File: src/logic/pdm_map.vh
// register offsets, field positions, mode codes and timing counts of the power-down controller
`ifndef PDM_MAP_VH
`define PDM_MAP_VH

// register byte offsets
`define PDM_OFS_CTRL_STATUS 8'h00
`define PDM_OFS_IRQ_ENABLE  8'h04
`define PDM_OFS_PD_STATUS   8'h08

// cpu_control_status_reg fields
`define PDM_GLB_EN_BIT      0
`define PDM_SEL_HI          15
`define PDM_SEL_LO          10
`define PDM_SEL_W           6

// irq_enable_reg fields
`define PDM_NMI_EN_BIT      1
`define PDM_IRQ_W           16

// sleep_select_field codes
`define PDM_CODE_NONE       6'h00
`define PDM_CODE_SLEEP_EN   6'h09
`define PDM_CODE_SLEEP_ANY  6'h11
`define PDM_CODE_PLL_OUT    6'h1A
`define PDM_CODE_PLL_IN     6'h1C

// reset values
`define PDM_RST_SEL         6'h00
`define PDM_RST_IRQ_EN      16'h0000

// cycles from the accepted write to the mode taking effect
`define PDM_ENTRY_DLY       9

// controller states
`define PDM_ST_LOCK         3'h0
`define PDM_ST_RUN          3'h1
`define PDM_ST_SLEEP        3'h2
`define PDM_ST_PLL_OUT      3'h3
`define PDM_ST_PLL_IN       3'h4

// axi responses
`define PDM_RESP_OKAY       2'h0
`define PDM_RESP_SLVERR     2'h2

`endif

File: src/logic/pdm_ctrl.v
// power-down mode controller with axi4-lite register access
//
// The register offsets and the AXI4-Lite register port were left to the implementer.
`timescale 1ns/1ps
`default_nettype none
`include "pdm_map.vh"

module pdm_ctrl (
	input  wire                  i_clk_sys,       // system clock, 100 MHz
	input  wire                  i_srst,          // synchronous reset, active high
	input  wire [7:0]            s_axi_awaddr,    // write address
	input  wire                  s_axi_awvalid,   // write address valid
	output wire                  s_axi_awready,   // write address ready
	input  wire [31:0]           s_axi_wdata,     // write data
	input  wire [3:0]            s_axi_wstrb,     // write byte strobes
	input  wire                  s_axi_wvalid,    // write data valid
	output wire                  s_axi_wready,    // write data ready
	output reg  [1:0]            s_axi_bresp,     // write response
	output reg                   s_axi_bvalid,    // write response valid
	input  wire                  s_axi_bready,    // write response ready
	input  wire [7:0]            s_axi_araddr,    // read address
	input  wire                  s_axi_arvalid,   // read address valid
	output wire                  s_axi_arready,   // read address ready
	output reg  [31:0]           s_axi_rdata,     // read data
	output reg  [1:0]            s_axi_rresp,     // read response
	output reg                   s_axi_rvalid,    // read data valid
	input  wire                  s_axi_rready,    // read data ready
	input  wire [`PDM_IRQ_W-1:0] i_irq_pend,      // pending interrupt lines, level
	input  wire                  i_pll_locked,    // pll reports lock
	input  wire                  i_emu_attached,  // emulator attached and out of reset
	output reg                   o_cpu_clk_en,    // cpu clock gate enable
	output reg                   o_irq_clk_en,    // interrupt logic clock enable
	output reg                   o_dma_clk_en,    // dma engine and peripheral clock enable
	output reg                   o_pll_out_stop,  // stop pll output clock
	output reg                   o_pll_in_stop,   // stop pll input clock
	output reg                   o_io_freeze,     // hold all functional outputs
	output reg                   o_emu_spin_idle, // emulator commands spin idle
	output reg                   o_wake_service,  // pulse: run service routine then resume
	output reg                   o_wake_resume,   // pulse: resume at sleep point
	output reg  [2:0]            o_pd_state       // controller state
);
	// register selects, shared by the read and write decoders
	localparam [1:0] REG_CTRL = 2'h0;
	localparam [1:0] REG_IEN  = 2'h1;
	localparam [1:0] REG_STAT = 2'h2;
	localparam [1:0] REG_NONE = 2'h3;

	// one address map for reads and writes
	function [1:0] pdm_decode;
		input [7:0] addr;
		begin
			if (addr == `PDM_OFS_CTRL_STATUS)
				pdm_decode = REG_CTRL;
			else if (addr == `PDM_OFS_IRQ_ENABLE)
				pdm_decode = REG_IEN;
			else if (addr == `PDM_OFS_PD_STATUS)
				pdm_decode = REG_STAT;
			else
				pdm_decode = REG_NONE;
		end
	endfunction

	reg [`PDM_SEL_W-1:0] sleep_select_field;
	reg                  global_irq_enable;
	reg [`PDM_IRQ_W-1:0] irq_enable_reg;
	reg                  reserved_seen;
	reg                  wake_any;
	reg [2:0]            state;
	reg [2:0]            next_state;

	reg                  aw_held;
	reg [7:0]            aw_addr;
	reg                  w_held;
	reg [31:0]           w_data;
	reg [3:0]            w_strb;

	wire                 frozen;
	wire                 wr_go;
	wire [1:0]           wr_sel;
	wire [1:0]           rd_sel;
	wire                 sel_load;
	wire                 fire;
	wire [5:0]           fire_code;
	wire                 irq_any;
	wire                 irq_enabled;
	wire                 nonmaskable_irq_enable;
	wire [31:0]          ctrl_word;
	wire [31:0]          stat_word;

	// a halted chip keeps its control registers and power-down outputs as they were when its clock stopped; the bus path still runs
	assign frozen = (state == `PDM_ST_PLL_OUT) || (state == `PDM_ST_PLL_IN);

	// ---- axi4-lite write path: address and data taken in either order
	assign s_axi_awready = !aw_held && !s_axi_bvalid;
	assign s_axi_wready  = !w_held && !s_axi_bvalid;
	assign wr_go         = aw_held && w_held && !s_axi_bvalid;
	assign wr_sel        = pdm_decode(aw_addr);

	always @(posedge i_clk_sys) begin
		if (i_srst) begin
			aw_held      <= 1'b0;
			aw_addr      <= 8'h00;
			w_held       <= 1'b0;
			w_data       <= 32'h0000_0000;
			w_strb       <= 4'h0;
			s_axi_bvalid <= 1'b0;
			s_axi_bresp  <= `PDM_RESP_OKAY;
		end else begin
			if (s_axi_awvalid && s_axi_awready) begin
				aw_held <= 1'b1;
				aw_addr <= s_axi_awaddr;
			end
			if (s_axi_wvalid && s_axi_wready) begin
				w_held <= 1'b1;
				w_data <= s_axi_wdata;
				w_strb <= s_axi_wstrb;
			end
			if (wr_go) begin
				aw_held      <= 1'b0;
				w_held       <= 1'b0;
				s_axi_bvalid <= 1'b1;
				s_axi_bresp  <= (wr_sel == REG_NONE) ? `PDM_RESP_SLVERR : `PDM_RESP_OKAY;
			end else if (s_axi_bvalid && s_axi_bready) begin
				s_axi_bvalid <= 1'b0;
			end
		end
	end

	// a halted chip stores nothing; the bus still answers so a master never hangs
	assign sel_load = wr_go && (wr_sel == REG_CTRL) && w_strb[1] && !frozen;

	always @(posedge i_clk_sys) begin
		if (i_srst) begin
			sleep_select_field <= `PDM_RST_SEL;
			global_irq_enable  <= 1'b0;
			irq_enable_reg     <= `PDM_RST_IRQ_EN;
		end else if (wr_go && !frozen) begin
			if (wr_sel == REG_CTRL) begin
				if (w_strb[1])
					sleep_select_field <= w_data[`PDM_SEL_HI:`PDM_SEL_LO];
				if (w_strb[0])
					global_irq_enable <= w_data[`PDM_GLB_EN_BIT];
			end else if (wr_sel == REG_IEN) begin
				if (w_strb[0])
					irq_enable_reg[7:0] <= w_data[7:0];
				if (w_strb[1])
					irq_enable_reg[15:8] <= w_data[15:8];
			end
		end
	end

	assign nonmaskable_irq_enable = irq_enable_reg[`PDM_NMI_EN_BIT];

	// the written code travels a fixed pipe before it acts
	pdm_entry_pipe u_entry (
		.i_clk_sys (i_clk_sys),
		.i_srst    (i_srst),
		.i_load    (sel_load),
		.i_code    (w_data[`PDM_SEL_HI:`PDM_SEL_LO]),
		.o_fire    (fire),
		.o_code    (fire_code)
	);

	// ---- axi4-lite read path
	assign rd_sel    = pdm_decode(s_axi_araddr);
	assign s_axi_arready = !s_axi_rvalid;
	assign ctrl_word = {16'h0000, sleep_select_field, 9'h000, global_irq_enable};
	assign stat_word = {24'h00_0000, i_pll_locked, i_emu_attached, wake_any, reserved_seen,
	                    1'b0, state};

	always @(posedge i_clk_sys) begin
		if (i_srst) begin
			s_axi_rvalid <= 1'b0;
			s_axi_rdata  <= 32'h0000_0000;
			s_axi_rresp  <= `PDM_RESP_OKAY;
		end else if (s_axi_arvalid && s_axi_arready) begin
			s_axi_rvalid <= 1'b1;
			s_axi_rresp  <= `PDM_RESP_OKAY;
			if (rd_sel == REG_CTRL)
				s_axi_rdata <= ctrl_word;
			else if (rd_sel == REG_IEN)
				s_axi_rdata <= {16'h0000, irq_enable_reg};
			else if (rd_sel == REG_STAT)
				s_axi_rdata <= stat_word;
			else begin
				s_axi_rdata <= 32'h0000_0000;
				s_axi_rresp <= `PDM_RESP_SLVERR;
			end
		end else if (s_axi_rvalid && s_axi_rready) begin
			s_axi_rvalid <= 1'b0;
		end
	end

	// ---- mode sequencing
	// interrupt lines are levels; a wake needs the line still pending at the edge
	assign irq_any     = |i_irq_pend;
	assign irq_enabled = |(i_irq_pend & irq_enable_reg);

	// a code that fires outside the run state is dropped; it acts only from run
	always @* begin
		next_state = state;
		case (state)
			`PDM_ST_LOCK: begin
				if (i_pll_locked)
					next_state = `PDM_ST_RUN;
			end
			`PDM_ST_RUN: begin
				if (fire && !i_emu_attached) begin
					case (fire_code)
						`PDM_CODE_SLEEP_EN:  next_state = `PDM_ST_SLEEP;
						`PDM_CODE_SLEEP_ANY: next_state = `PDM_ST_SLEEP;
						`PDM_CODE_PLL_OUT:   next_state = `PDM_ST_PLL_OUT;
						`PDM_CODE_PLL_IN:    next_state = `PDM_ST_PLL_IN;
						default:             next_state = `PDM_ST_RUN;
					endcase
				end
			end
			`PDM_ST_SLEEP: begin
				if (i_emu_attached || irq_enabled || (wake_any && irq_any))
					next_state = `PDM_ST_RUN;
			end
			// no interrupt leaves these, only the reset branch below
			`PDM_ST_PLL_OUT: next_state = `PDM_ST_PLL_OUT;
			`PDM_ST_PLL_IN:  next_state = `PDM_ST_PLL_IN;
			default:         next_state = `PDM_ST_LOCK;
		endcase
	end

	always @(posedge i_clk_sys) begin
		if (i_srst) begin
			state         <= `PDM_ST_LOCK;
			wake_any      <= 1'b0;
			reserved_seen <= 1'b0;
		end else begin
			state <= next_state;
			if (fire && state == `PDM_ST_RUN) begin
				wake_any      <= (fire_code == `PDM_CODE_SLEEP_ANY);
				reserved_seen <= (fire_code != `PDM_CODE_NONE) &&
				                 (fire_code != `PDM_CODE_SLEEP_EN) &&
				                 (fire_code != `PDM_CODE_SLEEP_ANY) &&
				                 (fire_code != `PDM_CODE_PLL_OUT) &&
				                 (fire_code != `PDM_CODE_PLL_IN);
			end
		end
	end

	// ---- outputs, all from flops; in the pll-stop states none of them moves again
	always @(posedge i_clk_sys) begin
		if (i_srst) begin
			o_cpu_clk_en    <= 1'b0;
			o_irq_clk_en    <= 1'b1;
			o_dma_clk_en    <= 1'b1;
			o_pll_out_stop  <= 1'b0;
			o_pll_in_stop   <= 1'b0;
			o_io_freeze     <= 1'b0;
			o_emu_spin_idle <= 1'b0;
			o_wake_service  <= 1'b0;
			o_wake_resume   <= 1'b0;
			o_pd_state      <= `PDM_ST_LOCK;
		end else if (!frozen) begin
			o_cpu_clk_en    <= (next_state == `PDM_ST_RUN);
			o_irq_clk_en    <= (next_state == `PDM_ST_RUN) || (next_state == `PDM_ST_SLEEP) ||
			                   (next_state == `PDM_ST_LOCK);
			o_dma_clk_en    <= (next_state == `PDM_ST_RUN) || (next_state == `PDM_ST_SLEEP) ||
			                   (next_state == `PDM_ST_LOCK);
			o_pll_out_stop  <= (next_state == `PDM_ST_PLL_OUT);
			o_pll_in_stop   <= (next_state == `PDM_ST_PLL_IN);
			o_io_freeze     <= (next_state == `PDM_ST_PLL_OUT) ||
			                   (next_state == `PDM_ST_PLL_IN);
			o_emu_spin_idle <= (next_state == `PDM_ST_PLL_OUT) ||
			                   (next_state == `PDM_ST_PLL_IN);
			o_pd_state      <= next_state;
			// the service routine runs only when its own gates are open
			o_wake_service  <= (state == `PDM_ST_SLEEP) && (next_state == `PDM_ST_RUN) &&
			                   irq_enabled && global_irq_enable &&
			                   nonmaskable_irq_enable;
			o_wake_resume   <= (state == `PDM_ST_SLEEP) && (next_state == `PDM_ST_RUN) &&
			                   !(irq_enabled && global_irq_enable &&
			                     nonmaskable_irq_enable);
		end
	end
endmodule

`default_nettype wire

File: src/logic/pdm_entry_pipe.v
// fixed-length delay line carrying a written sleep code to the point where it takes effect
`timescale 1ns/1ps
`default_nettype none
`include "pdm_map.vh"

module pdm_entry_pipe (
	input  wire       i_clk_sys, // system clock
	input  wire       i_srst,    // synchronous reset, active high
	input  wire       i_load,    // one-cycle pulse: a new code was written
	input  wire [5:0] i_code,    // written code
	output wire       o_fire,    // one-cycle pulse, code takes effect
	output wire [5:0] o_code     // code that takes effect
);
	reg [`PDM_ENTRY_DLY-1:0] vld;
	reg [5:0]                code_q [0:`PDM_ENTRY_DLY-1];

	genvar g;
	generate
		for (g = 0; g < `PDM_ENTRY_DLY; g = g + 1) begin : g_stage
			if (g == 0) begin : g_first
				always @(posedge i_clk_sys) begin
					if (i_srst) begin
						vld[0]    <= 1'b0;
						code_q[0] <= `PDM_CODE_NONE;
					end else begin
						vld[0]    <= i_load;
						code_q[0] <= i_code;
					end
				end
			end else begin : g_next
				always @(posedge i_clk_sys) begin
					if (i_srst) begin
						vld[g]    <= 1'b0;
						code_q[g] <= `PDM_CODE_NONE;
					end else begin
						vld[g]    <= vld[g-1];
						code_q[g] <= code_q[g-1];
					end
				end
			end
		end
	endgenerate

	assign o_fire = vld[`PDM_ENTRY_DLY-1];
	assign o_code = code_q[`PDM_ENTRY_DLY-1];
endmodule

`default_nettype wire

File: config.mk
export PLATFORM = sky130hd
export DESIGN_NAME = pdm_ctrl
export DESIGN_NICKNAME = d
export VERILOG_FILES = /design/src/logic/pdm_ctrl.v /design/src/logic/pdm_entry_pipe.v
export VERILOG_INCLUDE_DIRS = /design/src /design/src/logic
export SDC_FILE = /design/constraint.sdc
export NUM_CORES = 1
export LEC_CHECK = 0
export BUFFER_PORTS_ARGS = -buffer_cell sky130_fd_sc_hd__buf_2
export CAP_MARGIN = 20
export CORE_MARGIN = 8
export CORE_UTILIZATION = 35
export DETAILED_ROUTE_END_ITERATION = 10
export PLACE_DENSITY = 0.56
export SLEW_MARGIN = 25
export SYNTH_ARGS = -nofsm -noshare
export SYNTH_HDL_FRONTEND = slang
export SYNTH_HIERARCHICAL = 1
export SYNTH_SLANG_ARGS = --single-unit
File: constraint.sdc
create_clock -name i_clk_sys -period 2 [get_ports i_clk_sys]
set_input_delay 0 -clock i_clk_sys [delete_from_list [all_inputs] [get_ports i_clk_sys]]
set_output_delay 0 -clock i_clk_sys [all_outputs]
set_load 0.01 [all_outputs]
==> summary.txt <==
Detailed routing
  • Drt via density: 4.87
  • DRT iter0 DRCs: 299
  • Total wire length: 13000 um
  • Drt wl/cell: 14.7 um
  • DRC violations left: 0
  • DR vias: 4307
  • First-pass iteration count of the detailed router: 6
  • Final ANT Viol Nets: 0

Global route
  • GRT Resource Usage Total: 13.1%
  • Antenna violations before repair: 0
  • Gr ovfl total: 0
  • Pin count of the biggest net entering global routing: 71
  • Vias in the first global route: 4197
  • First-pass GRT wire length: 20800 um

Layout
  • Filler cells: 1438
  • Max reg flops: 54
  • Biggest register: u_entry/code_q
  • Final net count: 761
  • Synth-to-Final Area Change: 27.8%
  • Layout cells sized above 1: 21.7%
  • Reg area: 2980 sq um
  • Area of the multi-input gates: 2260 sq um
  • ANT cells: 0
  • Layout Utilization: 45.9%

Clocking
  • Worst-path clk slew: 60 ps
  • CTS Buffer Depth: 2
  • # resized after CTS: 0
  • CTS Buf Count: 17
  • Cts hold-fix bufs: 33
  • Clk_lat worst skew: 410 ps
  • CTS tree: yes
  • H-tree levels: 4
  • # clock sinks: 149
  • Root buffer cell: clkbuf_16
  • # Post-CTS Setup Buffers: 0

Critical path
  • Slowest-stage cell, CP: a211oi_4
  • Worst Path Required: 2300 ps
  • Crit Path Class: reg -> reg
  • Crit-path leading delay family: simple AND/OR/NAND/NOR gates
  • Worst setup SP type: flip-flop
  • Cell Chain, Critical Path: nor2b_2 -> a211oi_4 -> nand4_4 -> mux2i_1 -> nor2_1
  • CP Buf/Inv Count: 0
  • Crit path arrival time: 2120 ps
  • Critical Path Sink Type: flip-flop
  • Crit path largest cell delay: 470 ps
  • Crit Path Max Fanout: 8

Flow run
  • Max-Cap Viols: 0

Floorplanning
  • # rows: 45
  • Die Y: 141 um
  • DIE AREA: 19800 sq um
  • Top Ports: 130
  • Starting density of the core: 35.9%
  • Placeable core region: 15200 sq um
  • DIE WIDTH: 141 um

Timing
  • Unrepaired setup endpoints after global routing: false
  • Max-slew headroom: 53.9%
  • Fin crit share: 91.1%
  • FMAX: 549 MHz
  • Setup TNS: 0 ps
  • Fin. Hold Viols: 0
  • Final Max Slew Viols: 0
  • Final min period: 1820 ps
  • Worst Max-Slew Pin Slew: 690 ps
  • Worst Skew: 8.15 ps
  • Final setup violation count: 0

Synthesis
  • Combinational family with the most area after synthesis: simple AND/OR/NAND/NOR gates
  • Post-synth ARST share: 0%
  • Post-synthesis mux area share: 4.40%
  • Top-count cell post-synth: dfxtp_1
  • Seq/Total Area, Yosys: 54.7%
  • Seq cells post-synth: 149
  • Synth cell types: 54
  • Post-synthesis adder-cell area fraction: 0%
  • Synth Flop Type: dfxtp_1
  • Area contributors post-synth: dfxtp_1, nor2b_1, nand2_1
  • Top cells by count, synth: dfxtp_1, nand2_1, nor2b_1
  • Synth Area in Simple Gates: 24.9%
  • Post-synthesis compound-gate area fraction: 10.7%
  • Xor/xnor cell area share of the yosys netlist: 0.161%
  • Mapped Cells: 557
  • Post-synth top area share: 54.7%
  • Post-synth top area cell: dfxtp_1
  • Post-synthesis cell area: 5460 sq um
  • Post-synthesis area per instance: 9.79 sq um
  • EDFF count, synth: 0
  • Number of synthesis warnings: 6

Run status
  • Status: finished, final reports clean

Placement
  • RD Place Congestion: 0.848
  • Hpwl dp: 9040 um
  • Port Buf Inserts: 93

Hold path
  • Hold WC Path Type: in -> reg

Power
  • P_leak: 3.06 nW
  • Pwr Density: 962 nW/um^2
  • Worst ir drop on vdd: 0.617 mV
## path summary, 6_finish.rpt
path / depth (start not counted) / start / to / slack [ps]
worst max-delay path: 5 / state[0] / irq_enable_reg[11] / 180
worst max register to register: 5 / state[0] / irq_enable_reg[11] / 180
worst min register to register: 1 / u_entry/code_q[2][4] / u_entry/code_q[3][4] / 430
worst min-delay path: 5 / s_axi_araddr[6] / s_axi_rresp[1] / 20
## through the flow
| stage | hold slack [ps] | setup WS (ps) | power, mW | instances | instance area (sq um) |
|---|---|---|---|---|---|
| floorplan | 71.6 | 351 | 3.38 | 574 | 5520 |
| global placement | 183 | 219 | 3.50 | 820 | 6040 |
| detailed placement | 196 | 192 | 3.51 | 820 | 6040 |
| CTS | 9.46 | 172 | 6.77 | 885 | 6970 |
| global route | 74.9 | 21.6 | 6.93 | 885 | 6970 |
| finish | 22.0 | 179 | 6.71 | 885 | 6970 |
## cells by family after synthesis
family / after synthesis
buffers and inverters: 48
AND/OR/NAND/NOR: 248
AO/OA/AOI/OAI: 86
other: 1
flip-flops: 149
XOR/XNOR: 1
multiplexers: 24
## placed cells by master, fill, tap and decap left out, drive strengths merged, types with 5 or more instances in the layout
| cell | netlist | routed |
|---|---|---|
| mux2i | 24 | 24 |
| dlygate4sd3 | 0 | 33 |
| a222oi | 12 | 12 |
| clkbuf | 14 | 18 |
| inv | 4 | 11 |
| o21ai | 5 | 5 |
| a21oi | 37 | 37 |
| dfxtp | 149 | 149 |
| a22oi | 11 | 11 |
| nor2b | 66 | 66 |
| nor2 | 60 | 60 |
| nor4 | 8 | 8 |
| a211oi | 6 | 6 |
| nor3 | 7 | 7 |
| buf | 30 | 102 |
| nand2 | 74 | 74 |
| conb | 1 | 18 |
## layout make-up
type	instances	share of cell area, %
Multi-Input combinational cell	377	32.4
Sequential cell	149	42.8
Tap cell	188	3.37
Clock inverter	14	2.33
Inverter	4	0.215
Timing Repair Buffer	135	12.6
Clock buffer	18	6.30
## worst register-to-register path, stage by stage (launching register included)
cell and delay [ps]:
dfxtp_1 400, nor2b_2 250, a211oi_4 470, nand4_4 290
mux2i_1 240, nor2_1 50
## report_power, final
group / internal [mW] / switching [mW] / total, mW
Clock: 1.91 / 1.31 / 3.21
Combinational: 0.178 / 0.229 / 0.407
Sequential: 3.03 / 0.0552 / 3.09
Total: 5.11 / 1.59 / 6.71
## routing by layer
| metal | up-vias | part of all wire (%) | GRT usage [%] |
|---|---|---|---|
| met5 | - | 0 | 0 |
| met4 | 0 | 1.3 | 6.11 |
| met3 | 14 | 7.6 | 3.41 |
| met2 | 154 | 46 | 20.9 |
| met1 | 2016 | 45 | 16.4 |
| li1 | 2123 | - | - |
Note: power is estimated with default switching activity, not from simulation.
